[config.mk]
export PLATFORM = sky130hd
export DESIGN_NAME = wse_event_regs
export DESIGN_NICKNAME = d
export VERILOG_FILES = /design/src/wse_pkg.sv /design/src/wse_blink_if.sv /design/src/wse_blinker.sv /design/src/wse_event_regs.sv
export VERILOG_INCLUDE_DIRS = /design/src
export SDC_FILE = /design/constraint.sdc
export NUM_CORES = 1
export LEC_CHECK = 0
export ABC_AREA = 1
export BUFFER_PORTS_ARGS = -buffer_cell sky130_fd_sc_hd__buf_2
export CAP_MARGIN = 15
export CORE_AREA = 2 2 84 86
export CTS_BUF_LIST = sky130_fd_sc_hd__clkbuf_8
export DETAILED_ROUTE_END_ITERATION = 6
export DIE_AREA = 0 0 86 88
export GPL_ROUTABILITY_DRIVEN = 0
export GPL_TIMING_DRIVEN = 0
export PLACE_DENSITY = 0.87
export SETUP_SLACK_MARGIN = 0.02
export SLEW_MARGIN = 20
export SYNTH_ARGS = -nofsm -noshare
export SYNTH_HDL_FRONTEND = slang
export SYNTH_SLANG_ARGS = --single-unit
[constraint.sdc]
create_clock -name ref_clk -period 2.2 [get_ports ref_clk]
set_input_delay 0.44 -clock ref_clk [delete_from_list [all_inputs] [get_ports ref_clk]]
set_output_delay 0.44 -clock ref_clk [all_outputs]
set_load 0.1 [all_outputs]
[src/wse_defs.svh]
// Purpose : constants for the group-seven wake/SMI event register block
// Assumes : byte-wide register port, 40 MHz ref_clk
// Notes   : included by the blinker, the register block and the bench; the package and interface do not include it
`ifndef WSE_DEFS_SVH
`define WSE_DEFS_SVH

// ==========================================================
// register offsets
`define WSE_OFF_IND_TWO    8'h5E
`define WSE_OFF_SCAN_CODE  8'h5F
`define WSE_OFF_PM_ONE     8'h60
`define WSE_OFF_PM_TWO     8'h61
`define WSE_OFF_SMI_STS    8'h64
`define WSE_OFF_SMI_EN     8'h66
`define WSE_OFF_WAKE_STS   8'h68
`define WSE_OFF_WAKE_EN    8'h6C

// ==========================================================
// reset values and field masks
`define WSE_RST_IND_TWO    2'h1
`define WSE_RST_BYTE       8'h00
`define WSE_MASK_PM_ONE    8'h01
`define WSE_MASK_PM_TWO    8'h1C
`define WSE_MASK_SMI       8'hBF
`define WSE_MASK_WAKE      8'h8F
`define WSE_MASK_WAKE_CLR  8'h9F
`define WSE_BIT_SLEEP      5

// ==========================================================
// timing
`define WSE_CLK_PERIOD_NS  32'h0000_0019
`define WSE_HALF_SEC_NS    32'h1DCD_6500

`endif

[src/wse_pkg.sv]
// Purpose : shared types for the wake/SMI event register block
// Assumes : nothing beyond wse_defs.svh
// Notes   : indicator mode codes follow the control field encoding
package wse_pkg;

    // ==========================================================
    // indicator control codes
    typedef enum logic [1:0] {
        WSE_IND_OFF     = 2'b00,
        WSE_IND_HALF    = 2'b01,
        WSE_IND_QUARTER = 2'b10,
        WSE_IND_ON      = 2'b11
    } wse_ind_mode_t;

endpackage

[src/wse_blink_if.sv]
// Purpose : carries indicator mode and light state between top and blinker
// Assumes : single clock domain
// Notes   : none
`timescale 1ns/1ps

interface wse_blink_if;
    wse_pkg::wse_ind_mode_t mode;
    logic                   light_on;

    modport ctrl  (output mode, input light_on);
    modport blink (input mode, output light_on);
endinterface

[src/wse_blinker.sv]
// Purpose : drives the second indicator from a half-second time base
// Assumes : ref_clk runs free
// Notes   : two-second frame of four half-second phases
`timescale 1ns/1ps
`include "wse_defs.svh"

module wse_blinker #(
    parameter int unsigned HALF_SEC_CYCLES = `WSE_HALF_SEC_NS / `WSE_CLK_PERIOD_NS,
    parameter int unsigned CNT_W           = 25
) (
    // clock and reset
    input  wire logic      ref_clk,
    input  wire logic      rst_n,
    // mode in, light out
    wse_blink_if.blink     bif
);
    import wse_pkg::*;

    logic [CNT_W-1:0] cnt_reg;
    logic [1:0]       phase_reg;
    logic             tick;
    logic             light_next;

    assign tick = (cnt_reg == CNT_W'(HALF_SEC_CYCLES - 1));

    // ==========================================================
    // half-second prescaler and phase
    always_ff @(posedge ref_clk or negedge rst_n) begin
        if (!rst_n) begin
            cnt_reg <= '0;
        end else if (tick) begin
            cnt_reg <= '0;
        end else begin
            cnt_reg <= cnt_reg + CNT_W'(1);
        end
    end

    always_ff @(posedge ref_clk or negedge rst_n) begin
        if (!rst_n) begin
            phase_reg <= 2'h0;
        end else if (tick) begin
            phase_reg <= phase_reg + 2'h1;
        end
    end

    // ==========================================================
    // light selection
    always_comb begin
        light_next = 1'b0;
        case (bif.mode)
            WSE_IND_OFF:     light_next = 1'b0;
            WSE_IND_HALF:    light_next = ~phase_reg[0];
            WSE_IND_QUARTER: light_next = (phase_reg == 2'h0);
            WSE_IND_ON:      light_next = 1'b1;
            default:         light_next = 1'b0;
        endcase
    end

    always_ff @(posedge ref_clk or negedge rst_n) begin
        if (!rst_n) begin
            bif.light_on <= 1'b0;
        end else begin
            bif.light_on <= light_next;
        end
    end
endmodule

[src/wse_event_regs.sv]
// Purpose : group-seven SMI/wake status and enable, power control, indicator
// Assumes : rst_n is the standby-power power-on reset; sources are level events
// Notes   : register read data appears the cycle after the read strobe
`timescale 1ns/1ps
`include "wse_defs.svh"

module wse_event_regs #(
    parameter int unsigned HALF_SEC_CYCLES = `WSE_HALF_SEC_NS / `WSE_CLK_PERIOD_NS
) (
    // clock and reset
    input  wire logic       ref_clk,
    input  wire logic       rst_n,
    // register port
    input  wire logic [7:0] reg_addr,
    input  wire logic [7:0] reg_wdata,
    input  wire logic       reg_wr,
    input  wire logic       reg_rd,
    output logic      [7:0] reg_rdata,
    // event sources
    input  wire logic       general_pin_34,
    input  wire logic       general_pin_35,
    input  wire logic       general_pin_36,
    input  wire logic       general_pin_37,
    input  wire logic       general_pin_62,
    input  wire logic       keyboard_port_bit_sixteen,
    // system controls
    input  wire logic       smi_master_enable,
    input  wire logic       smi_open_drain,
    input  wire logic       wake_master_enable,
    // pins and interrupt
    output logic            group_smi_output,
    output logic            group_smi_oe_n,
    output logic            wake_output_pin,
    output logic            wake_output_oe_n,
    output logic            smi_group_irq,
    output logic            second_indicator_light
);
    import wse_pkg::*;

    // ==========================================================
    // state
    wse_ind_mode_t ind_mode_reg;
    logic [7:0]    scan_code_reg;
    logic [7:0]    pm_one_reg;
    logic [7:0]    pm_two_reg;
    logic [7:0]    smi_sts_reg;
    logic [7:0]    smi_sts_next;
    logic [7:0]    smi_en_reg;
    logic [7:0]    wake_sts_reg;
    logic [7:0]    wake_sts_next;
    logic [7:0]    wake_en_reg;
    logic [7:0]    rdata_next;
    logic [7:0]    smi_set;
    logic [7:0]    wake_set;
    logic [7:0]    smi_clr;
    logic [7:0]    wake_clr;
    logic          sleep_write;
    logic          smi_group;
    logic          smi_active;
    logic          wake_active;
    logic          wr_ind;
    logic          wr_scan;
    logic          wr_pm_one;
    logic          wr_pm_two;
    logic          wr_smi_sts;
    logic          wr_smi_en;
    logic          wr_wake_sts;
    logic          wr_wake_en;

    wse_blink_if blink_if ();

    // ==========================================================
    // write decode
    assign wr_ind      = reg_wr && (reg_addr == `WSE_OFF_IND_TWO);
    assign wr_scan     = reg_wr && (reg_addr == `WSE_OFF_SCAN_CODE);
    assign wr_pm_one   = reg_wr && (reg_addr == `WSE_OFF_PM_ONE);
    assign wr_pm_two   = reg_wr && (reg_addr == `WSE_OFF_PM_TWO);
    assign wr_smi_sts  = reg_wr && (reg_addr == `WSE_OFF_SMI_STS);
    assign wr_smi_en   = reg_wr && (reg_addr == `WSE_OFF_SMI_EN);
    assign wr_wake_sts = reg_wr && (reg_addr == `WSE_OFF_WAKE_STS);
    assign wr_wake_en  = reg_wr && (reg_addr == `WSE_OFF_WAKE_EN);

    // bit 5 of control two is never stored, only turned into an event
    assign sleep_write = wr_pm_two && reg_wdata[`WSE_BIT_SLEEP];

    // ==========================================================
    // plain control registers
    always_ff @(posedge ref_clk or negedge rst_n) begin
        if (!rst_n) begin
            ind_mode_reg <= wse_ind_mode_t'(`WSE_RST_IND_TWO);
        end else if (wr_ind) begin
            ind_mode_reg <= wse_ind_mode_t'(reg_wdata[1:0]);
        end
    end

    always_ff @(posedge ref_clk or negedge rst_n) begin
        if (!rst_n) begin
            scan_code_reg <= `WSE_RST_BYTE;
        end else if (wr_scan) begin
            scan_code_reg <= reg_wdata;
        end
    end

    always_ff @(posedge ref_clk or negedge rst_n) begin
        if (!rst_n) begin
            pm_one_reg <= `WSE_RST_BYTE;
        end else if (wr_pm_one) begin
            pm_one_reg <= reg_wdata & `WSE_MASK_PM_ONE;
        end
    end

    always_ff @(posedge ref_clk or negedge rst_n) begin
        if (!rst_n) begin
            pm_two_reg <= `WSE_RST_BYTE;
        end else if (wr_pm_two) begin
            pm_two_reg <= reg_wdata & `WSE_MASK_PM_TWO;
        end
    end

    always_ff @(posedge ref_clk or negedge rst_n) begin
        if (!rst_n) begin
            smi_en_reg <= `WSE_RST_BYTE;
        end else if (wr_smi_en) begin
            smi_en_reg <= reg_wdata & `WSE_MASK_SMI;
        end
    end

    always_ff @(posedge ref_clk or negedge rst_n) begin
        if (!rst_n) begin
            wake_en_reg <= `WSE_RST_BYTE;
        end else if (wr_wake_en) begin
            wake_en_reg <= reg_wdata & `WSE_MASK_WAKE;
        end
    end

    // ==========================================================
    // SMI status: set wins over a same-cycle clear
    assign smi_set = {general_pin_62, 1'b0, sleep_write, keyboard_port_bit_sixteen,
                      general_pin_37, general_pin_36, general_pin_35,
                      general_pin_34};
    assign smi_clr = wr_smi_sts ? reg_wdata : 8'h00;
    assign smi_sts_next = ((smi_sts_reg & ~smi_clr) | smi_set) & `WSE_MASK_SMI;

    always_ff @(posedge ref_clk or negedge rst_n) begin
        if (!rst_n) begin
            smi_sts_reg <= `WSE_RST_BYTE;
        end else begin
            smi_sts_reg <= smi_sts_next;
        end
    end

    // ==========================================================
    // wake status: recorded whatever the enables say
    assign wake_set = {general_pin_62, 3'b000, general_pin_37, general_pin_36,
                       general_pin_35, general_pin_34};
    // zero bits in the write leave status untouched
    assign wake_clr = wr_wake_sts ? (reg_wdata & `WSE_MASK_WAKE_CLR) : 8'h00;
    assign wake_sts_next = ((wake_sts_reg & ~wake_clr) | wake_set) & `WSE_MASK_WAKE;

    // only the standby reset reaches this register; main-supply resets are
    // kept away so a wake cause survives the host going down
    always_ff @(posedge ref_clk or negedge rst_n) begin
        if (!rst_n) begin
            wake_sts_reg <= `WSE_RST_BYTE;
        end else begin
            wake_sts_reg <= wake_sts_next;
        end
    end

    // ==========================================================
    // group outputs
    assign smi_group   = |(smi_sts_reg & smi_en_reg);
    assign smi_active  = smi_group && smi_master_enable;
    assign wake_active = |(wake_sts_reg & wake_en_reg) && wake_master_enable;

    always_ff @(posedge ref_clk or negedge rst_n) begin
        if (!rst_n) begin
            smi_group_irq <= 1'b0;
        end else begin
            smi_group_irq <= smi_group;
        end
    end

    // open drain floats when idle, push-pull drives high when idle
    always_ff @(posedge ref_clk or negedge rst_n) begin
        if (!rst_n) begin
            group_smi_output <= 1'b1;
            group_smi_oe_n   <= 1'b1;
        end else if (smi_open_drain) begin
            group_smi_output <= 1'b0;
            group_smi_oe_n   <= ~smi_active;
        end else begin
            group_smi_output <= ~smi_active;
            group_smi_oe_n   <= 1'b0;
        end
    end

    // wake pin is open drain: pulled low only while active
    always_ff @(posedge ref_clk or negedge rst_n) begin
        if (!rst_n) begin
            wake_output_pin  <= 1'b0;
            wake_output_oe_n <= 1'b1;
        end else begin
            wake_output_pin  <= 1'b0;
            wake_output_oe_n <= ~wake_active;
        end
    end

    // ==========================================================
    // read path, unmapped addresses read zero
    always_comb begin
        rdata_next = 8'h00;
        case (reg_addr)
            `WSE_OFF_IND_TWO:   rdata_next = {6'h00, ind_mode_reg};
            `WSE_OFF_SCAN_CODE: rdata_next = scan_code_reg;
            `WSE_OFF_PM_ONE:    rdata_next = pm_one_reg;
            `WSE_OFF_PM_TWO:    rdata_next = pm_two_reg;
            `WSE_OFF_SMI_STS:   rdata_next = smi_sts_reg;
            `WSE_OFF_SMI_EN:    rdata_next = smi_en_reg;
            `WSE_OFF_WAKE_STS:  rdata_next = wake_sts_reg;
            `WSE_OFF_WAKE_EN:   rdata_next = wake_en_reg;
            default:            rdata_next = 8'h00;
        endcase
    end

    always_ff @(posedge ref_clk or negedge rst_n) begin
        if (!rst_n) begin
            reg_rdata <= 8'h00;
        end else if (reg_rd) begin
            reg_rdata <= rdata_next;
        end else begin
            reg_rdata <= 8'h00;
        end
    end

    // ==========================================================
    // indicator
    assign blink_if.mode         = ind_mode_reg;
    assign second_indicator_light = blink_if.light_on;

    wse_blinker #(
        .HALF_SEC_CYCLES (HALF_SEC_CYCLES)
    ) u_blinker (
        .ref_clk (ref_clk),
        .rst_n   (rst_n),
        .bif     (blink_if.blink)
    );
endmodule

== Word level (Yosys, flattened, before mapping) ==
Cells that the tools add are included.
Widths: inputs -> output; s select.
Operators by class
  shift-type cells: 0
  $add $sub $neg: 2
  divide/modulo/power cells: 0
  magnitude comparators: 0
  multipliers: 0
  bitwise gates (word level): 11
  muxes and demuxes: 8
  equality and inequality tests: 12
  reduce and logical (&&, ||, !) cells: 15
Operator list (count)
  $eq 8x7->1 const B: 8
  $pmux 8 s8: 1
  $and 8x8->8: 4
  $add 25x1->25 const B: 1
  $eq 25x25->1 const B: 1
  $mux 25: 1
  $mux 8: 3
  $not 8->8: 2
  $or 8x8->8: 2
  $reduce_or 8->1: 2
  $logic_and 1x1->1: 11
  $eq 2x2->1 const B: 2
  $logic_not 2->1: 2
  $pmux 1 s4: 1
  $not 1->1: 3
  $add 2x1->2 const B: 1
  $eq 2x1->1 const B: 1
  $mux 1: 2
Storage, ports and cells
  word-level logic and storage cells: 64
  bits in registers: 78
  memories kept: 0
  RAM bits: 0
  bits in read-only memories: 0
  output and inout bits: 14
  latch bits: 0

== Logic depth before layout (Yosys ltp) ==
Gate-level depths: netlist (run 1).
  word-level depth: 6
  gate-level depth with buffers: 9
  mapped depth without buffers: 9

== Cells and area by module ==
A second synthesis (run 1) with hierarchy kept.
Unflattened totals
  cell total of the unflattened synthesis: 526
  area, all modules: 4180.3 um^2
By module, submodules not included
  wse_event_regs: cells an instance 303, sequential area each 1256.2 um^2, area an instance 2534.9 um^2, times used 1
  wse_blinker: cells an instance 223, sequential area each 700.7 um^2, area an instance 1645.3 um^2, times used 1

== Worst setup path before layout (run 1) ==
No wires, ideal clock.
  kind: register to register
  from: register u_blinker.cnt_reg[0]
  to: register u_blinker.cnt_reg[0]
  arrival: 1367 ps
  stages on the path, launching flop included: 10
  clock period less this slack: 1489 ps
  path slack: 711 ps
  path through: dfrtp_1 > ha_1 > nand2_2 > nor2_4 > nand2_4 > nor2_4 > nand2_1 > inv_2 > buf_6 > nor2_1
Between the ends
  longest elaborated chain between the ends: 2
  elaborated cells between the ends (all ways): 3
  classes of those cells: add/sub: 1; eq/ne: 1; mux: 1
Ends and longest elaborated chain
  start, declared: RTL line wse_blinker.sv:19  | logic [CNT_W-1:0] cnt_reg;
  start signal, assigned: RTL line wse_blinker.sv:34  | cnt_reg <= cnt_reg + CNT_W'(1);
  $add 25x1->25 or $eq 25x25->1 (tied branches): RTL line wse_blinker.sv:34, wse_blinker.sv:24
  $mux 25 (*): RTL line wse_blinker.sv:31  | end else if (tick) begin
Mark *: on every way between the ends. The rest lies on a longest branch, timed or not.
A chain may end at the register's enable or synchronous reset.

== Worst setup path after layout (run 1) ==
  from: register group_smi_output
  to: output group_smi_output
RTL lines
  start, declared: RTL line wse_event_regs.sv:31  | output logic group_smi_output,
  start signal, assigned: RTL line wse_event_regs.sv:193  | group_smi_output <= ~smi_active;
No word-level cell between the ends.

==> results of run 1 <==
[kinds of logic (layout without fill, tap and decap cells)]
family	Yosys count	after routing	share of synthesized area [%]
AO/OA/AOI/OAI	57	57	8.160
AND/OR/NAND/NOR	276	276	31.18
adder cells (fa/ha/maj)	2	2	0.6204
buffers and inverters	78	137	8.160
flip-flops	78	78	48.53
other	1	1	0.09299
XOR/XNOR	15	15	3.258
[metrics by stage]
| stage | setup WS [ns] | area (um^2) | hold slack (ns) | instances |
|---|---|---|---|---|
| after floorplan | 0.7107 | 4033 | 0.1444 | 507 |
| after global placement | 0.2155 | 4338 | 0.4552 | 628 |
| after detailed placement | 0.3752 | 4368 | 0.3267 | 629 |
| after global routing | 0.2991 | 4569 | 0.1749 | 646 |
| final | 0.4496 | 4569 | 0.1897 | 646 |
| after CTS | 0.4296 | 4569 | 0.1775 | 646 |
[where the power goes]
group / switching, mW / internal (mW) / total [mW] / leakage, nW
sequential: 0.0217 / 1.48 / 1.50 / 0.948
combinational: 0.168 / 0.0643 / 0.232 / 1.20
clock: 0.582 / 0.460 / 1.04 / 0.0954
[synth_stat cells (2+ instances only)]
cell type and number:
sky130_fd_sc_hd__buf_4 3, sky130_fd_sc_hd__inv_2 3, sky130_fd_sc_hd__nor2_2 10, sky130_fd_sc_hd__nand2_2 7
sky130_fd_sc_hd__o21ai_0 26, sky130_fd_sc_hd__buf_6 3, sky130_fd_sc_hd__a21oi_1 6, sky130_fd_sc_hd__o21a_1 8
sky130_fd_sc_hd__buf_2 2, sky130_fd_sc_hd__ha_1 2, sky130_fd_sc_hd__nand3_1 44, sky130_fd_sc_hd__nor2_1 59
sky130_fd_sc_hd__dfstp_2 4, sky130_fd_sc_hd__dfrtp_1 74, sky130_fd_sc_hd__nand4_1 10, sky130_fd_sc_hd__xnor2_1 7
sky130_fd_sc_hd__nor2_4 6, sky130_fd_sc_hd__nand2_1 126, sky130_fd_sc_hd__o21ai_1 7, sky130_fd_sc_hd__o22ai_1 2
sky130_fd_sc_hd__o31ai_1 4, sky130_fd_sc_hd__xor2_1 8, sky130_fd_sc_hd__inv_1 67, sky130_fd_sc_hd__nor3_1 9
[layout make-up]
class,count,area share (%)
sequential,78,42.83
clock buffer,10,3.012
tap,80,2.191
clock inverter,6,1.177
timing repair buffer,43,5.367
multi-input combinational,351,38.23
inverter,70,5.750
buffer,8,1.451
[final timing paths]
kind,to,slack (ns),cells past startpoint
worst max-delay path,group_smi_output,0.45,1
worst max register to register,u_blinker.cnt_reg[0]$_DFF_PN0_,0.48,9
max in group asynchronous,group_smi_oe_n$_DFF_PN1_,1.12,3
worst min register to register,u_blinker.phase_reg[1]$_DFFE_PN0N_,0.49,2
worst min-delay path,group_smi_output$_DFF_PN1_,0.19,2
min in group asynchronous,reg_rdata[3]$_DFF_PN0_,0.47,2
[routing by layer]
layer  GRT usage, %  share of wire (%)  wire length, um  up-vias
li1               -                  -                -     1714
met1          29.85                 41             3662     1647
met2          44.33                 50             4513      149
met3          5.749                5.8              520       24
met4          12.27                2.7              244        0
met5              0                  0                0        -
==> results.txt, run 1 <==
The average wire per standard cell came out at 13.84 um. The buffer type at the clock tree root was sky130_fd_sc_hd__clkbuf_8. Pin placement for this block handled 43 I/O pins. In the final timing run, aggregate negative setup slack is 0 ns. Traced cell by cell, the critical path runs through buf_2. Die span in y: 88 um. The clock drives 78 sinks.

The run gives 6.522 mm as the half-perimeter wire length after detailed placement. The tools report the worst setup path startpoint as group_smi_output$_DFF_PN1_. The final number of max-transition violations was 0.

The via-per-instance ratio was 5.471; the final-report setup violation count was 0. On the critical path, the stage with the largest delay is an instance of sky130_fd_sc_hd__dfstp_2. Power spread over the standard cell area amounts to 606.9 nW/um^2. In this run the worst hold path is classified as primary input to flip-flop.

For this run, design rule violations remaining after detail routing come to 0. Counting every net in the synthesized netlist gives 538. Data on the critical path is required at its endpoint by 1.76 ns. Setup repair after global routing left no endpoint under its margin. Entering global routing, the biggest net connects 62 pins. The count of fill cells added during filler insertion was 514. TritonCTS created 9 clock buffers. The count of buffering cells on the critical path with inverters included works out to 1.

STA classifies the critical path startpoint as a flip-flop. The synthesis-stage register bit count was 78; the worst-case clock skew was 0.01558 ns. Leaving out fill and tap cells, the most frequent cell in the layout is sky130_fd_sc_hd__nand2_1. The flip-flop and latch area is 1957 um^2, and the share of the cycle needed by the critical path after routing is 79.56%. Compared with the post-synthesis result, the final layout area differs by 13.31%. Total power for the finished layout comes to 2.773 mW. The largest single stage delay on the critical path is 0.53 ns. The die area is 7568 um^2, and the average cell area after synthesis is 7.954 um^2.

After clock tree synthesis, the repair step resized 0 gates. The repair_antennas step left the layout with diodes totalling 0. The worst setup path is captured at a primary output. The area share of the largest cell type after synthesis was 45.92%; the number of buffers between clock root and the deepest sink was 2.

The startpoint of the most critical register-to-register path is u_blinker.cnt_reg[0]$_DFF_PN0_. In the layout the commonest cells are 126 x sky130_fd_sc_hd__nand2_1, 74 x sky130_fd_sc_hd__dfrtp_1, 67 x sky130_fd_sc_hd__inv_1. The netlist uses 34 different library cells. The via count of the first global-routing pass is 3396. The horizontal die dimension was 86 um; the fraction of layout instances using a drive strength above 1 was 17.67%. The final critical-path required period was 1.750 ns. For this block, the via count after detailed routing is 3534. Once the clock tree was built, the setup fixing pass inserted 0 buffers. The tools report the source of the worst hold timing path as smi_open_drain. The static leakage was 2.247 nW; the multi-input combinational cell area was 1747 um^2. The area of the core was 6644 um^2; the clock transition at the register clock pins on the worst setup and hold paths after CTS was 0.09 ns.

The routed design has 8.940 mm of wire. By area the synthesized netlist is led by sky130_fd_sc_hd__dfrtp_1 46%, sky130_fd_sc_hd__nand2_1 12%, sky130_fd_sc_hd__inv_1 6.2%. The H-tree was split into 3 levels.

For this configuration, the core starts out at a cell density of 60.70%. The register with the most flip-flops in the layout has 25 of them. The tools report the violation count after the first detailed-route iteration as 288. In the synthesized netlist the dominant register cell turns out to be sky130_fd_sc_hd__dfrtp_1. The run gives 0 as the residual antenna-violating net count after detailed routing.

The max-capacitance violation count is 0, and the worst-skew pair later-pin latency is 0.37 ns. The hold buffer count at cts came out at 1. The number of instances in the synthesized netlist was 507; the final core area utilization was 68.78%. For the worst setup path, the data arrival time is 1.31 ns. The sequential-to-total area share from yosys stat is 48.53%, and the number of flops mapped to enable cells by yosys is 0. The tools report the largest vdd supply drop as 0.4434 mV. For this run, the number of Yosys warnings is 0. The family of cells with the greatest summed delay on the critical path is flip-flops. The port buffer count works out to 41. The run finished with clean final reports. TritonCTS built the clock tree.

The leading area contributor after synthesis was sky130_fd_sc_hd__dfrtp_1. The total congestion overflow after global routing is 0. The run gives 5 as the number of detailed-routing iterations run before antenna repair. The wire length of the first global-routing pass was 14.91 mm; the upper clock frequency limit was 571.3 MHz. The number of hold-slack violations in the final timing report is 0. The worst setup path is of the flip-flop to primary output kind. In the global route stage, overall resource usage came out at 25.44%.

Summing every instance area after synthesis gives 4033 um^2. The run gives 0 as the initial antenna violation count. After synthesis, the share of flip-flops with an asynchronous set or reset is 100.0%. After the last flow step, the layout net total stands at 592.

The floorplan has 30 rows. The highest net fanout along the worst path is 1.
Note: power is estimated with default switching activity, not from simulation.
==> inputs of run 2 (changes only) <==
--- a/config.mk
+++ b/config.mk
@@ -9,13 +9,13 @@
 export ABC_AREA = 1
 export BUFFER_PORTS_ARGS = -buffer_cell sky130_fd_sc_hd__buf_2
 export CAP_MARGIN = 15
-export CORE_AREA = 2 2 84 86
+export CORE_AREA = 2 2 85 87
 export CTS_BUF_LIST = sky130_fd_sc_hd__clkbuf_8
 export DETAILED_ROUTE_END_ITERATION = 6
-export DIE_AREA = 0 0 86 88
+export DIE_AREA = 0 0 87 89
 export GPL_ROUTABILITY_DRIVEN = 0
 export GPL_TIMING_DRIVEN = 0
-export PLACE_DENSITY = 0.87
+export PLACE_DENSITY = 0.85
 export SETUP_SLACK_MARGIN = 0.02
 export SLEW_MARGIN = 20
 export SYNTH_ARGS = -nofsm -noshare
==> constraint.sdc (replaced) <==
create_clock -name ref_clk -period 1.7 [get_ports ref_clk]
set_input_delay 0.34 -clock ref_clk [delete_from_list [all_inputs] [get_ports ref_clk]]
set_output_delay 0.34 -clock ref_clk [all_outputs]
set_load 0.1 [all_outputs]
==> run 2 against run 1 <==
Setup slack got worse by 0.39 ns. Clock power is 79% higher. Register-to-register slack worse by 0.33 ns. Global-route usage rose by 0.81 points. Sequential power up 29%. Via count grew 0.59%. Wire length grew 5.2%. First-iteration DRC count fell by 16%. Clock skew is 0.0052 ns lower. Flip-flop and latch count is the same. Largest cell class unchanged. Total power up 48%. Hold slack got worse by 0.091 ns.
==> results.txt, run 2 (synthesis gave the netlist of run 1 again) <==
Summed over all layers, the global routing overflow is 0. Counting the fill cells in the layout gives 518. The stage delay of the slowest cell on the critical path works out to 0.52 ns. Measured along the x axis, the die boundary spans 87 um. Timing would allow up to 610.3 MHz. Entering global routing, the biggest net connects 51 pins.

Among cell families on the critical path, the largest total delay comes from flip-flops. Global routing consumed, over all layers together, 26.24% of the routing resources. The number of buffers between clock root and the deepest sink came out at 2. The flow ran to the end, and the final reports show no timing, DRC or antenna violations. The number of buffers created by CTS is 9. The logs give 1 for the initial antenna violation count and 0.09861 ns for the final hold slack. The repair_antennas step left the layout with diodes totalling 0. Summing all placed instances gives a cell area of 4368 um^2. The die area was 7743 um^2.

Setup repair after global routing left no endpoint under its margin. The H-tree was split into 3 levels. The path class of the tightest hold or removal check is primary input to flip-flop.

The starting density of the core came out at 60.02%. TritonCTS built the clock tree. For the final net count, the log shows 593.

The largest vdd supply drop was 0.4180 mV. Worst setup path category: flip-flop to primary output. The first global-routing pass estimated 15.63 mm of wire. The fraction of layout instances using a drive strength above 1 is 18.17%. Via count of the first global-routing pass: 3586. The share of the cycle needed by the critical path after routing was 96.38%. Dividing the detail-routed wire length by the instance count gives 14.53 um. The static leakage was 2.287 nW; the violation count after the first detailed-route iteration was 242. At the worst endpoint, the arrival time is 1.30 ns. Row generation in the floorplan step produced 30 rows.

For the finished layout, the period the worst path requires is 1.638 ns. The tools report the type of element launching the critical path as a flip-flop. For the worst-skew pair, the clock arrives at the later sink with an insertion delay of 0.37 ns.

For this design the ratio of total power to cell area is 877.2 nW/um^2. The highest net fanout along the worst path is 1, and the area of the core is 6719 um^2. The via-per-instance ratio is 5.495, and the number of hold-slack violations in the final timing report is 0.

The count of buffering cells on the critical path with inverters included works out to 1. The library cells used most frequently in the layout, excluding fill and tap cells, are 126 x sky130_fd_sc_hd__nand2_1, 74 x sky130_fd_sc_hd__dfrtp_1, 67 x sky130_fd_sc_hd__inv_1. Traced cell by cell, the critical path runs through buf_2.

Counting every sink on the clock net gives 78. Relative to the synthesized area, the layout overhead comes to 15.85%. The clock transition at the register clock pins on the worst setup and hold paths after CTS was 0.08 ns; the required time reported for the critical path endpoint was 1.36 ns. Half-perimeter wire length after detailed placement: 6.679 mm. The slowest stage of the critical path is the sky130_fd_sc_hd__dfstp_2 cell. Leaving out fill and tap cells, the most frequent cell in the layout is sky130_fd_sc_hd__nand2_1. The run gives 0.01039 ns as the worst-case clock skew. The buffer type at the clock tree root is sky130_fd_sc_hd__clkbuf_8. The flip-flop count of the largest register, all copies and words added is 25. The number of top-level pins came out at 43. STA classifies the critical path endpoint as a primary output. After detailed routing, the number of remaining DRC violations is 0. The final total power came out at 4.098 mW. The finished cells cover 4672 um^2. For this block, the via count after detailed routing is 3555.

Setup violations remaining at the end of the flow were counted as 0. The port buffer count works out to 41. Summed over all layers, the routed wires come to 9.403 mm. Once detail routing completed, the nets flagged for antenna violations numbered 0.

The first TritonRoute pass finished after 5 iterations. The die span in y is 89 um, and the final number of max-transition violations is 0. For the max-capacitance violation count, the log shows 0.
[run 2: cell count changes in the layout (fill, tap and decap cells not counted)]
cell                        change
sky130_fd_sc_hd__inv_8          -1
sky130_fd_sc_hd__bufinv_16      +4
sky130_fd_sc_hd__nor3_1         -1
sky130_fd_sc_hd__buf_4          +1
sky130_fd_sc_hd__ha_1           -1
sky130_fd_sc_hd__clkbuf_8       -1
sky130_fd_sc_hd__ha_4           +1
sky130_fd_sc_hd__inv_6          -1
sky130_fd_sc_hd__clkinv_4       -1
sky130_fd_sc_hd__nor3_2         +1
[run 2: worst register-to-register path: cells and delay by family (launching register included)]
family	cells	cell delay (ns)
adders and majority gates	1	0.19
and+or+nand+nor	6	0.62
DFF	1	0.42
buffers and inverters	2	0.22
[run 2: cell type report]
type | instances | area, um^2 | share of cell area (%)
Timing Repair Buffer | 44 | 252.7 | 5.410
Buffer | 8 | 66.31 | 1.419
Sequential cell | 78 | 1957 | 41.89
Multi-Input combinational cell | 351 | 1764 | 37.76
Inverter | 70 | 262.8 | 5.624
Clock buffer | 9 | 123.9 | 2.651
Clock inverter | 7 | 145.1 | 3.107
Tap cell | 80 | 100.1 | 2.142
[run 2: path summary, 6_finish.rpt]
kind                                                     from                                  to  slack [ns]  cells past startpoint
max                                wake_output_oe_n$_DFF_PN1_                    wake_output_oe_n        0.06                      1
min                                            smi_open_drain          group_smi_output$_DFF_PN1_         0.1                      2
max reg2reg                    u_blinker.cnt_reg[1]$_DFF_PN0_     u_blinker.cnt_reg[21]$_DFF_PN0_        0.15                      9
min reg2reg                u_blinker.phase_reg[1]$_DFFE_PN0N_  u_blinker.phase_reg[1]$_DFFE_PN0N_        0.47                      2
max in group asynchronous                               rst_n        blink_if.mode[0]$_DFFE_PN1P_        0.64                      3
min in group asynchronous                               rst_n              reg_rdata[2]$_DFF_PN0_        0.44                      2
[run 2: layer usage]
layer  part of all wire [%]  GRT usage, %  vias up
li1                       -             -     1718
met1                     40         29.61     1627
met2                     50         47.33      179
met3                    6.7         4.247       31
met4                    3.4         14.77        0
met5                      0             0        -
[run 2: what timing repair did]
item	CTS	global route
endpoints found under the setup margin	10	10
pin swaps	0	0
gates resized for setup	1	2
endpoints found under the hold margin	26	0
buffers inserted	1	0
hold buffers	1	0
[run 2: per-stage QoR]
step	setup TNS, ns	util, %	std cells	setup WS (ns)
floorplan	0	-	507	0.2107
global placement	-16.19	64.56	628	-0.2220
detailed placement	-0.03139	65.01	629	-0.02177
CTS	0	69.31	647	0.05717
global route	0	69.53	647	0.03399
finish	0	69.53	647	0.06157
[run 2: power breakdown]
part	switching (mW)	internal, mW
logic	0.218	0.0832
registers	0.0273	1.91
clock network	0.727	1.13
